[src/pkg/seq_cfg_pkg.sv]
package seq_cfg_pkg;

    // Clock and configuration load timing
    localparam int unsigned CLK_PERIOD_NS = 100;
    localparam int unsigned LOAD_DELAY_NS = 3_500_000;
    localparam int unsigned LOAD_CYC      = LOAD_DELAY_NS / CLK_PERIOD_NS;

    // Slave address pattern and word length
    localparam logic [3:0] DEV_PATTERN = 4'hA;
    localparam logic [3:0] BITS_PER_WORD = 4'h8;

    // Command codes and ranges
    localparam logic [7:0] REG_LAST    = 8'h45;
    localparam logic [7:0] CMD_EE_CFG  = 8'h80;
    localparam logic [7:0] CMD_EE_USR1 = 8'h81;
    localparam logic [7:0] CMD_EE_USR2 = 8'h82;
    localparam logic [7:0] CMD_BLK_RD  = 8'h84;
    localparam logic [7:0] CMD_REBOOT  = 8'h88;
    localparam logic [7:0] SPACE_REG   = 8'h00;

    typedef enum logic [9:0] {
        ST_IDLE   = 10'h001,
        ST_ADDR   = 10'h002,
        ST_ACK_A  = 10'h004,
        ST_CMD    = 10'h008,
        ST_ACK_C  = 10'h010,
        ST_DATA   = 10'h020,
        ST_ACK_D  = 10'h040,
        ST_TX     = 10'h080,
        ST_TX_ACK = 10'h100,
        ST_IGNORE = 10'h200
    } slv_state_t;

    // Write toward the register bank or the EEPROM
    typedef struct packed {
        logic       valid;
        logic       to_eeprom;
        logic [7:0] addr_hi;
        logic [7:0] addr_lo;
        logic [7:0] data;
    } wr_req_t;

endpackage : seq_cfg_pkg

[src/design/load_timer.sv]
`timescale 1ns/1ps
`default_nettype none

// Holds busy for a fixed count after reset or after a restart pulse
module load_timer #(
    parameter int unsigned CYCLES = 35000
) (
    input  wire logic mclk_i,
    input  wire logic rst_i,
    input  wire logic start_i,
    output logic      busy_o
);

    localparam logic [15:0] LOAD_VAL = 16'(CYCLES);

    logic [15:0] cnt_r;
    logic [15:0] cnt_nxt;

    always_comb begin
        cnt_nxt = cnt_r;
        if (start_i) begin
            cnt_nxt = LOAD_VAL;
        end else if (cnt_r != 16'h0000) begin
            cnt_nxt = cnt_r - 16'h0001;
        end
    end

    always_ff @(posedge mclk_i) begin
        if (rst_i) begin
            cnt_r <= LOAD_VAL;
        end else begin
            cnt_r <= cnt_nxt;
        end
    end

    assign busy_o = (cnt_r != 16'h0000);

endmodule : load_timer

`default_nettype wire

[src/design/sequencer_config_serial_slave.sv]
//Behaviour
//- Sent byte 88h reloads configuration from storage
//- Reload delay after reboot equals power-up delay
//- Slave only; master drives clock, up to 400kHz
//- Words are 8 bits plus ninth acknowledge
//- Data change during clock high is condition
//- Start falls, stop rises, both clock high
//- Stop honoured anywhere; start and stop separated
//- Read after command needs repeated start
//- Ack accepted bytes by holding data low
//- Release data on ninth clock when transmitting
//- No address ack while loading or EEPROM busy
//- Upper address bits 1010, bit one ignored
//- Next two address bits match strap pins
//- Address LSB zero writes, one reads
//- Sent byte loads pointer; bad address refused
//- 80h-82h acked, expect more; stop keeps pointer
//- 84h arms block read before repeated start
//- Register write codes 00h-45h store data
//- Invalid command code gets no ack
//- Second data byte acked before stop
//- 80h configuration space; 81h, 82h user space
//- Data range 00h-45h for 80h, any otherwise
`timescale 1ns/1ps
`default_nettype none

module sequencer_config_serial_slave
    import seq_cfg_pkg::*;
#(
    parameter int unsigned LOAD_CYCLES = LOAD_CYC
) (
    // Clock and reset
    input  wire logic       mclk_i,
    input  wire logic       rst_i,
    // Two-wire bus
    input  wire logic       scl_i,
    input  wire logic       sda_i,
    output logic            sda_o,
    output logic            sda_oe_o,
    // Strapped address pins
    input  wire logic       addr_strap_low_i,
    input  wire logic       addr_strap_high_i,
    // Storage status and read data
    input  wire logic       ee_busy_i,
    input  wire logic [7:0] rd_data_i,
    // Device side
    output wr_req_t         wr_o,
    output logic [7:0]      ptr_hi_o,
    output logic [7:0]      ptr_lo_o,
    output logic            blk_rd_armed_o,
    output logic            rd_next_o,
    output logic            reboot_o,
    output logic            loading_o
);

    slv_state_t  state_r,  state_nxt;
    logic [7:0]  shift_r,  shift_nxt;
    logic [3:0]  cnt_r,    cnt_nxt;
    logic        ack_r,    ack_nxt;
    logic [7:0]  cmd_r,    cmd_nxt;
    logic [1:0]  dcnt_r,   dcnt_nxt;
    logic [7:0]  phi_r,    phi_nxt;
    logic [7:0]  plo_r,    plo_nxt;
    logic        armed_r,  armed_nxt;
    logic        rbp_r,    rbp_nxt;
    logic        oe_r,     oe_nxt;
    logic        rdn_r,    rdn_nxt;
    logic        rbt_r,    rbt_nxt;
    wr_req_t     wr_r,     wr_nxt;
    logic        scl_q,    sda_q;

    logic start_c, stop_c, rise_c, fall_c, done_c;
    logic addr_match, addr_ok, cmd_valid, cmd_reg, cmd_ee;
    logic [7:0] next_reg;

    // Bus conditions from the previous sample
    assign start_c = scl_q & scl_i & sda_q & ~sda_i;
    assign stop_c  = scl_q & scl_i & ~sda_q & sda_i;
    assign rise_c  = ~scl_q & scl_i;
    assign fall_c  = scl_q & ~scl_i;
    assign done_c  = fall_c & (cnt_r == BITS_PER_WORD);

    assign addr_match = (shift_r[7:4] == DEV_PATTERN)
                      && (shift_r[3] == addr_strap_high_i)
                      && (shift_r[2] == addr_strap_low_i);
    assign addr_ok   = addr_match && !loading_o && !ee_busy_i;
    assign cmd_reg   = (shift_r <= REG_LAST);
    assign cmd_ee    = (cmd_r == CMD_EE_CFG) || (cmd_r == CMD_EE_USR1)
                     || (cmd_r == CMD_EE_USR2);
    assign cmd_valid = cmd_reg || (shift_r == CMD_EE_CFG)
                     || (shift_r == CMD_EE_USR1)
                     || (shift_r == CMD_EE_USR2)
                     || (shift_r == CMD_BLK_RD)
                     || (shift_r == CMD_REBOOT);
    assign next_reg  = (cmd_r < REG_LAST) ? cmd_r + 8'h01 : REG_LAST;

    always_comb begin
        state_nxt = state_r;
        shift_nxt = shift_r;
        cnt_nxt   = cnt_r;
        ack_nxt   = ack_r;
        cmd_nxt   = cmd_r;
        dcnt_nxt  = dcnt_r;
        phi_nxt   = phi_r;
        plo_nxt   = plo_r;
        armed_nxt = armed_r;
        rbp_nxt   = rbp_r;
        rdn_nxt   = 1'b0;
        rbt_nxt   = 1'b0;
        wr_nxt    = '0;
        if (stop_c) begin
            state_nxt = ST_IDLE;
            rbt_nxt   = rbp_r;
            rbp_nxt   = 1'b0;
        end else if (start_c) begin
            state_nxt = ST_ADDR;
            cnt_nxt   = 4'h0;
            rbp_nxt   = 1'b0;
        end else begin
            unique case (state_r)
                ST_IDLE, ST_IGNORE: begin
                    state_nxt = state_r;
                end
                ST_ADDR, ST_CMD, ST_DATA: begin
                    if (rise_c) begin
                        shift_nxt = {shift_r[6:0], sda_i};
                        cnt_nxt   = cnt_r + 4'h1;
                    end else if (done_c) begin
                        cnt_nxt   = 4'h0;
                        state_nxt = ST_IGNORE;
                        if (state_r == ST_ADDR) begin
                            if (addr_ok) begin
                                state_nxt = ST_ACK_A;
                                ack_nxt   = shift_r[0];
                            end
                        end else if (state_r == ST_CMD) begin
                            if (cmd_valid) begin
                                state_nxt = ST_ACK_C;
                                cmd_nxt   = shift_r;
                                dcnt_nxt  = 2'd0;
                                if (cmd_reg) begin
                                    phi_nxt = SPACE_REG;
                                    plo_nxt = shift_r;
                                end
                                if (shift_r == CMD_BLK_RD) begin
                                    armed_nxt = 1'b1;
                                end
                                rbp_nxt = (shift_r == CMD_REBOOT);
                            end
                        end else begin
                            rbp_nxt  = 1'b0;
                            dcnt_nxt = dcnt_r + 2'd1;
                            if (cmd_r <= REG_LAST && dcnt_r < 2'd2) begin
                                state_nxt      = ST_ACK_D;
                                wr_nxt.valid   = 1'b1;
                                wr_nxt.addr_hi = SPACE_REG;
                                wr_nxt.addr_lo = (dcnt_r == 2'd0)
                                               ? cmd_r : next_reg;
                                wr_nxt.data    = shift_r;
                            end else if (cmd_ee && dcnt_r == 2'd0) begin
                                if (cmd_r != CMD_EE_CFG
                                    || shift_r <= REG_LAST) begin
                                    state_nxt = ST_ACK_D;
                                    phi_nxt   = cmd_r;
                                    plo_nxt   = shift_r;
                                end
                            end else if (cmd_ee && dcnt_r == 2'd1) begin
                                state_nxt        = ST_ACK_D;
                                wr_nxt.valid     = 1'b1;
                                wr_nxt.to_eeprom = 1'b1;
                                wr_nxt.addr_hi   = phi_r;
                                wr_nxt.addr_lo   = plo_r;
                                wr_nxt.data      = shift_r;
                            end
                        end
                    end
                end
                ST_ACK_A: begin
                    if (fall_c) begin
                        if (ack_r) begin
                            state_nxt = ST_TX;
                            shift_nxt = rd_data_i;
                            rdn_nxt   = 1'b1;
                            armed_nxt = 1'b0;
                        end else begin
                            state_nxt = ST_CMD;
                        end
                    end
                end
                ST_ACK_C, ST_ACK_D: begin
                    if (fall_c) begin
                        state_nxt = ST_DATA;
                    end
                end
                ST_TX: begin
                    if (rise_c) begin
                        cnt_nxt = cnt_r + 4'h1;
                    end else if (done_c) begin
                        state_nxt = ST_TX_ACK;
                        cnt_nxt   = 4'h0;
                    end else if (fall_c) begin
                        shift_nxt = {shift_r[6:0], 1'b1};
                    end
                end
                ST_TX_ACK: begin
                    if (rise_c) begin
                        ack_nxt = ~sda_i;
                    end else if (fall_c) begin
                        if (ack_r) begin
                            state_nxt = ST_TX;
                            shift_nxt = rd_data_i;
                            rdn_nxt   = 1'b1;
                        end else begin
                            state_nxt = ST_IGNORE;
                        end
                    end
                end
                default: begin
                    state_nxt = ST_IDLE;
                end
            endcase
        end
    end

    // Line is pulled low only in ack slots or for a transmitted zero
    always_comb begin
        oe_nxt = 1'b0;
        if (state_nxt == ST_ACK_A || state_nxt == ST_ACK_C
            || state_nxt == ST_ACK_D) begin
            oe_nxt = 1'b1;
        end else if (state_nxt == ST_TX) begin
            oe_nxt = ~shift_nxt[7];
        end
    end

    always_ff @(posedge mclk_i) begin
        if (rst_i) begin
            state_r <= ST_IDLE;
            shift_r <= 8'h00;
            cnt_r   <= 4'h0;
            ack_r   <= 1'b0;
            cmd_r   <= 8'h00;
            dcnt_r  <= 2'd0;
            phi_r   <= 8'h00;
            plo_r   <= 8'h00;
            armed_r <= 1'b0;
            rbp_r   <= 1'b0;
            oe_r    <= 1'b0;
            rdn_r   <= 1'b0;
            rbt_r   <= 1'b0;
            wr_r    <= '0;
            scl_q   <= 1'b1;
            sda_q   <= 1'b1;
        end else begin
            state_r <= state_nxt;
            shift_r <= shift_nxt;
            cnt_r   <= cnt_nxt;
            ack_r   <= ack_nxt;
            cmd_r   <= cmd_nxt;
            dcnt_r  <= dcnt_nxt;
            phi_r   <= phi_nxt;
            plo_r   <= plo_nxt;
            armed_r <= armed_nxt;
            rbp_r   <= rbp_nxt;
            oe_r    <= oe_nxt;
            rdn_r   <= rdn_nxt;
            rbt_r   <= rbt_nxt;
            wr_r    <= wr_nxt;
            scl_q   <= scl_i;
            sda_q   <= sda_i;
        end
    end

    load_timer #(
        .CYCLES (LOAD_CYCLES)
    ) u_load (
        .mclk_i  (mclk_i),
        .rst_i   (rst_i),
        .start_i (rbt_r),
        .busy_o  (loading_o)
    );

    // Open-drain data; clock is never driven
    assign sda_o          = 1'b0;
    assign sda_oe_o       = oe_r;
    assign wr_o           = wr_r;
    assign ptr_hi_o       = phi_r;
    assign ptr_lo_o       = plo_r;
    assign blk_rd_armed_o = armed_r;
    assign rd_next_o      = rdn_r;
    assign reboot_o       = rbt_r;
endmodule : sequencer_config_serial_slave

`default_nettype wire

[config.mk]
export PLATFORM = sky130hd
export DESIGN_NAME = sequencer_config_serial_slave
export DESIGN_NICKNAME = d
export VERILOG_FILES = /design/src/pkg/seq_cfg_pkg.sv /design/src/design/load_timer.sv /design/src/design/sequencer_config_serial_slave.sv
export SDC_FILE = /design/constraint.sdc
export NUM_CORES = 1
export LEC_CHECK = 0
export BUFFER_PORTS_ARGS = -buffer_cell sky130_fd_sc_hd__buf_2
export CAP_MARGIN = 0
export CORE_UTILIZATION = 45
export DETAILED_ROUTE_END_ITERATION = 12
export PLACE_DENSITY = 0.69
export SLEW_MARGIN = 20
export SYNTH_ARGS = -nofsm -noshare
export SYNTH_HDL_FRONTEND = slang
export SYNTH_HIERARCHICAL = 1
export SYNTH_SLANG_ARGS = --single-unit
[constraint.sdc]
create_clock -name mclk_i -period 4.3 [get_ports mclk_i]
set_input_delay 0.43 -clock mclk_i [delete_from_list [all_inputs] [get_ports mclk_i]]
set_output_delay 0.43 -clock mclk_i [all_outputs]
set_load 0.03 [all_outputs]
Yosys cells after proc, flatten, opt, wreduce, memory -nomap -nowiden
Cells that the tools add are included.
W data, S select, Z words.
{"block": "word_totals", "reg_bits": 98, "word_cells": 221, "out_inout_bits": 48}
{"block": "classes", "reduce_logical": 46, "muxes": 78, "bitwise": 20, "n_addsub": 4, "magnitude_cmp": 4, "n_eq_ne": 47}
{"operator": "$mux W8", "n": 24}
{"operator": "$mux W10", "n": 19}
{"operator": "$eq A8 B8 Y1 const B", "n": 8}
{"operator": "$pmux W10 S6", "n": 1}
{"operator": "$mux W26", "n": 2}
{"operator": "$ne A2 B2 Y1 const B", "n": 19}
{"operator": "$pmux W8 S4", "n": 1}
{"operator": "$reduce_and A8 Y1", "n": 3}
{"operator": "$reduce_and A11 Y1", "n": 2}
{"operator": "$mux W1", "n": 21}
{"operator": "$eq A10 B3 Y1 const B", "n": 2}
{"operator": "$eq A10 B5 Y1 const B", "n": 2}
{"operator": "$eq A10 B7 Y1 const B", "n": 2}
{"operator": "$eq A10 B8 Y1 const B", "n": 2}
{"operator": "$le A8 B7 Y1 const B", "n": 2}
{"operator": "$mux W16", "n": 1}
{"operator": "$mux W4", "n": 4}
{"operator": "$reduce_bool A16 Y1", "n": 1}
{"operator": "$sub A16 B1 Y16 const B", "n": 1}
{"operator": "$not A1 Y1", "n": 12}
{"operator": "$reduce_or A11 Y1", "n": 1}
{"operator": "$eq A10 B1 Y1 const B", "n": 1}
{"operator": "$eq A10 B10 Y1 const B", "n": 1}
{"operator": "$eq A10 B2 Y1 const B", "n": 1}
{"operator": "other kinds (30)", "n": 66}

Logic depth before layout (Yosys ltp)
{"block": "logic_depth", "word_depth": 18, "mapped_depth": 11, "mapped_depth_nobuf": 9}

Cells and area by module
The synthesis kept the hierarchy.
{"mod": "sequencer_config_serial_slave", "area_each_um2": 4375.4, "cells_each": 483, "n_inst": 1, "seq_area_each_um2": 1641.6}
{"mod": "load_timer", "area_each_um2": 818.3, "cells_each": 97, "n_inst": 1, "seq_area_each_um2": 320.3}

Worst setup path before layout
No wires, ideal clock.
{"block": "synth_path", "kind": "flip-flop to flip-flop", "from": "register u_load.cnt_r[0]", "to": "register ack_r", "setup_ns": 0.078, "n_path_buf": 2, "period_less_slack_ns": 3.365, "setup_slack_ns": 0.935, "arrival_ns": 3.287, "required_ns": 4.222, "stages_incl_launch_ff": 12, "path_cell_list": "dfxtp_1 inv_1 ha_1 or4b_1 or4_1 clkbuf_1 buf_6 or3_1 or4_1 nor2_1 mux2_2 nor3_1"}
{"block": "synth_between", "elab_chain_cells": 6}
{"element": "from (decl)", "line": "load_timer.sv:16", "source": "logic [15:0] cnt_r;"}
{"element": "from (signal assigned)", "line": "load_timer.sv:32", "source": "cnt_r <= cnt_nxt;"}
{"element": "$reduce_bool A16 Y1", "line": "load_timer.sv:36", "source": "assign busy_o = (cnt_r != 16'h0000);"}
{"element": "named net loading_o", "line": "sequencer_config_serial_slave.sv:53", "source": "output logic loading_o"}
{"element": "$logic_not A1 Y1", "line": "sequencer_config_serial_slave.sv:86", "source": "assign addr_ok = addr_match && !loading_o && !ee_busy_i;"}
{"element": "$logic_and A1 B1 Y1 (2 in a row)", "line": "sequencer_config_serial_slave.sv:86"}
{"element": "$ne A2 B2 Y1 (no source line)"}
{"element": "$reduce_and A8 Y1 (no source line)"}
{"element": "to (signal assigned)", "line": "sequencer_config_serial_slave.sv:258", "source": "ack_r <= ack_nxt;"}
{"element": "to (decl)", "line": "sequencer_config_serial_slave.sv:59", "source": "logic ack_r, ack_nxt;"}
The timed path passes the listed nets, and every way through them passes these cells.
A chain may end at the register's enable or synchronous reset.

Final worst setup path
{"block": "layout_path", "from": "register u_load.cnt_r[0]", "to": "register ack_r"}
{"block": "layout_between", "elab_chain_cells": 6}
{"element": "$reduce_bool A16 Y1", "line": "load_timer.sv:36"}
{"element": "$logic_not A1 Y1", "line": "sequencer_config_serial_slave.sv:86"}
{"element": "$logic_and A1 B1 Y1 (2 in a row)", "line": "sequencer_config_serial_slave.sv:86"}
{"element": "$ne A2 B2 Y1 (no source line)"}
{"element": "$reduce_and A8 Y1 (no source line)"}
No other way between the ends.

==> impl_results.md <==
* Clock tree from TritonCTS: done
* Syn nets at 605
* Post-DR vias/cell at 5.901
* Final worst-path setup slack at 802.5 ps
* Die Span X at 109.4 µm
* Latest clock arrival within the worst-skew pair at 340 ps
* Post-layout min period at 3498 ps
* Final #Nets at 646
* Number of buffers added on ports at 61
* Sequential share of power at 0.490
* Status: finished, final reports clean
* Flops & latches, synth at 98
* # IOs at 63
* Row count at 38
* Area of the placeable core at 11030 µm²
* Main flop type after synthesis: sky130_fd_sc_hd__dfxtp_1
* Post CTS Setup Buffer Count at 0
* Number of synthesized flops with an enable pin at 0
* Crit Path Category: reg -> reg
* Count of hold-fix buffers inserted at cts at 0
* Antenna violations before repair at 0
* Hold Worst Slack at 384.7 ps
* Number of failing hold endpoints at the final stage at 0
* Synth cell types at 88
* Transition at the pin with the smallest max-transition slack at 783.1 ps
* Number of DRC markers in iteration 0 at 279
* Fin crit share at 0.8134
* Global-route usage over all layers at 0.2317
* Destination of the critical timing path: ack_r
* Length in cells of the worst reg-to-reg path at 10
* Launching instance or port of the critical path: u_load/cnt_r[0]
* Yosys warnings at 6
* Total number of H-tree levels at 3
* Count of inserted antenna diode cells at 0
* Sequential area share after synthesis at 0.3777
* Total wirelength of the detailed-routed design at 13190 µm
* Remaining number of nets flagged by the antenna check after routing at 0
* Mapped Cells at 580
* Switching power at 419.8 µW
* Setup total negative slack at 0 ps
* Clock Root Buffer: sky130_fd_sc_hd__clkbuf_16
* Synth-to-layout area growth at 12.38%
* Netlist Area Pre-Place at 5194 µm²
* Global-route wire length before repair at 21410 µm
* Dpl hpwl at 9722 µm
* Mean Syn Cell Area at 8.955 µm²
* Vias after detailed routing at 4520
* Critical register-to-register path startpoint: u_load/cnt_r[0]
* Setup violations, final at 0
* Pre-antenna DRT Iters at 5
* Height of the die at 109.4 µm
* Share of async-settable or async-resettable flops after synthesis at 0
* Relative contribution of the clock network to total power at 0.457
* Cell-internal power at 1.479 mW
* Worst clock skew on the final layout at 5.467 ps
* DRC violations left at 0
* CTS Sinks at 98
* MaxCap Viol Count at 0
* Static leakage at 2.369 nW
* Endpoint required time on the critical path at 4570 ps
* DP Worst Slack at 838.7 ps
* Effective utilization at floorplan at 0.4708
* Achievable Freq at 285.9 MHz
* Slack of the worst reg-to-reg path at 800 ps
* Maximum number of pins on one net before global-route repair at 48
* Type of origin of the critical path: register
* Pwr Density at 325.3 nW/µm²
* CP Data Arrival Time at 3760 ps
* Clk slew on worst S/H paths at 70 ps
* Clock Tree Buf Depth at 2
* Fin. max-slew vios at 0
* Worst hold-check path type: in -> reg
* Peak supply drop at 0.2697 mV
* RSZ-0062 raised after global routing: no
* Switching share of total power at 0.2211
* Cells resized by post-CTS repair at 0
* Headroom to the max-slew limit at 0.4756
* Vias in the first global route at 4180
* Crit-path max FO at 16
* Portion of total power attributed to combinational logic at 0.053
* Endpoint of the most critical register-to-register path: ack_r
* Average wire per cell in the routed design at 17.22 µm
* Number of buffers inserted during clock tree synthesis at 9
* Final GP Congestion at 0.9352
* GR Overflow Total at 0
* Nature of the critical path endpoint: register
* Ratio of cells with drive above 1 in the final layout at 0.1869
* Area of the die at 11970 µm²
cells in the mapped netlist, drive strengths merged (5+ instances only):
| cell type | number | area share |
|---|---|---|
| a211oi | 6 | 0.011 |
| a21oi | 26 | 0.028 |
| a22o | 5 | 0.0084 |
| a31oi | 5 | 0.0060 |
| and2 | 26 | 0.031 |
| and3 | 6 | 0.0075 |
| buf | 19 | 0.026 |
| clkbuf | 16 | 0.012 |
| dfxtp | 98 | 0.38 |
| ha | 10 | 0.024 |
| inv | 23 | 0.017 |
| mux2i | 29 | 0.056 |
| nand2 | 26 | 0.019 |
| nand3 | 14 | 0.014 |
| nand4 | 9 | 0.017 |
| nand4b | 5 | 0.0084 |
| nor2 | 61 | 0.046 |
| nor2b | 9 | 0.011 |
| nor3 | 15 | 0.017 |
| nor3b | 5 | 0.0072 |
| nor4 | 13 | 0.024 |
| o211ai | 6 | 0.012 |
| o21ai | 19 | 0.019 |
| o22ai | 7 | 0.0084 |
| o41ai | 5 | 0.0084 |
| or2 | 10 | 0.012 |
| or3 | 12 | 0.014 |
| or4 | 10 | 0.015 |
| xnor2 | 7 | 0.012 |
| xor2 | 5 | 0.0084 |
metrics by stage:
step | utilization | cell area [µm²] | std cells | power, mW
5_1_grt | 0.5292 | 5837 | 766 | 1.971
3_5_place_dp | 0.4994 | 5509 | 750 | 1.050
6_report | 0.5292 | 5837 | 766 | 1.899
3_3_place_gp | 0.4994 | 5509 | 750 | 1.047
4_1_cts | 0.5292 | 5837 | 766 | 1.916
2_1_floorplan | - | 5194 | 580 | 1.019
per-layer routing:
layer / vias up / global-route usage / part of all wire
met5: - / 0 / 0
met4: 0 / 0.08381 / 0.015
met3: 19 / 0.03734 / 0.048
met2: 137 / 0.3738 / 0.47
met1: 2145 / 0.3116 / 0.46
li1: 2219 / - / -
placed cells by master, fill, tap and decap left out, types with 5 or more instances in the layout:
cell type | synthesis | routed
sky130_fd_sc_hd__buf_2 | 8 | 61
sky130_fd_sc_hd__xnor2_1 | 7 | 7
sky130_fd_sc_hd__a31oi_1 | 5 | 5
sky130_fd_sc_hd__o22ai_1 | 7 | 7
sky130_fd_sc_hd__nand4_1 | 7 | 7
sky130_fd_sc_hd__nor2_1 | 60 | 60
sky130_fd_sc_hd__o21ai_0 | 17 | 17
sky130_fd_sc_hd__and3_1 | 5 | 5
sky130_fd_sc_hd__a22o_1 | 5 | 5
sky130_fd_sc_hd__a21oi_1 | 24 | 24
sky130_fd_sc_hd__nor3_1 | 14 | 14
sky130_fd_sc_hd__inv_1 | 23 | 23
sky130_fd_sc_hd__nand2_1 | 26 | 26
sky130_fd_sc_hd__nand4b_1 | 5 | 5
sky130_fd_sc_hd__or4_1 | 9 | 9
sky130_fd_sc_hd__or2_2 | 10 | 10
sky130_fd_sc_hd__mux2i_1 | 29 | 29
sky130_fd_sc_hd__or3_1 | 12 | 12
sky130_fd_sc_hd__ha_1 | 10 | 10
sky130_fd_sc_hd__xor2_1 | 5 | 5
sky130_fd_sc_hd__dfxtp_1 | 98 | 98
sky130_fd_sc_hd__clkbuf_16 | 0 | 9
sky130_fd_sc_hd__and2_1 | 26 | 26
sky130_fd_sc_hd__nor3b_1 | 5 | 5
sky130_fd_sc_hd__nand3_1 | 13 | 13
sky130_fd_sc_hd__nor2b_1 | 9 | 9
sky130_fd_sc_hd__o41ai_1 | 5 | 5
sky130_fd_sc_hd__nor4_1 | 9 | 9
power groups by stage:
stage               registers (mW)  clock network, mW  logic, mW
global placement             0.949                  0     0.0979
global route                 0.931              0.928      0.111
finish                       0.930              0.868      0.100
detailed placement           0.950                  0     0.0993
floorplan                    0.943                  0     0.0759
CTS                          0.929              0.887     0.0997
how the worst min path moves through the flow:
stage	endpoint	depth (start not counted)	start	slack, ps
4_1_cts	scl_q	2	scl_i	370
3_3_place_gp	wr_o[19]	1	ptr_hi_o[3]	450
3_5_place_dp	wr_o[20]	1	ptr_hi_o[4]	460
6_report	scl_q	2	scl_i	380
5_1_grt	scl_q	2	scl_i	390
2_1_floorplan	reboot_o	2	rbp_r	410
worst max-delay path, cell delays in order (launching register included):
cell and delay (ps):
sky130_fd_sc_hd__dfxtp_1 330, sky130_fd_sc_hd__inv_1 60, sky130_fd_sc_hd__ha_1 260, sky130_fd_sc_hd__or4b_1 520, sky130_fd_sc_hd__or4_1 530, sky130_fd_sc_hd__buf_4 200
sky130_fd_sc_hd__or3_1 350, sky130_fd_sc_hd__or4_1 430, sky130_fd_sc_hd__nor2_1 240, sky130_fd_sc_hd__mux2_2 360, sky130_fd_sc_hd__nor3_1 120
flip-flops by register name (all words and copies together), names as in the netlist:
register,cells
shift_r,8
ptr_lo_o,8
rbp_r,1
scl_q,1
ptr_hi_o,8
dcnt_r,2
state_r,10
rd_next_o,1
reboot_o,1
sda_q,1
cnt_r,4
ack_r,1
u_load/cnt_r,16
sda_oe_o,1
wr_o,26
blk_rd_armed_o,1
cmd_r,8
cell families (layout without fill, tap and decap cells):
family,Yosys count,after routing,share of synthesized area
AND/OR/NAND/NOR,242,242,0.2761
AO/OA/AOI/OAI,129,129,0.1889
flip-flops,98,98,0.3777
buffers and inverters,58,104,0.05420
multiplexers,30,30,0.05806
XOR/XNOR,12,12,0.02024
adder cells (fa/ha/maj),10,10,0.02409
other,1,1,0.0007220
layout make-up:
| class | count | area [µm²] |
|---|---|---|
| clock inverters | 6 | 88.84 |
| fillers | 1054 | 5194 |
| repair buffers | 65 | 335.3 |
| inverters | 23 | 86.33 |
| well taps | 140 | 175.2 |
| multi-input cells | 424 | 2950 |
| clock buffers | 10 | 239.0 |
| flip-flops and latches | 98 | 1962 |
Power figures use the tool's default switching activity.
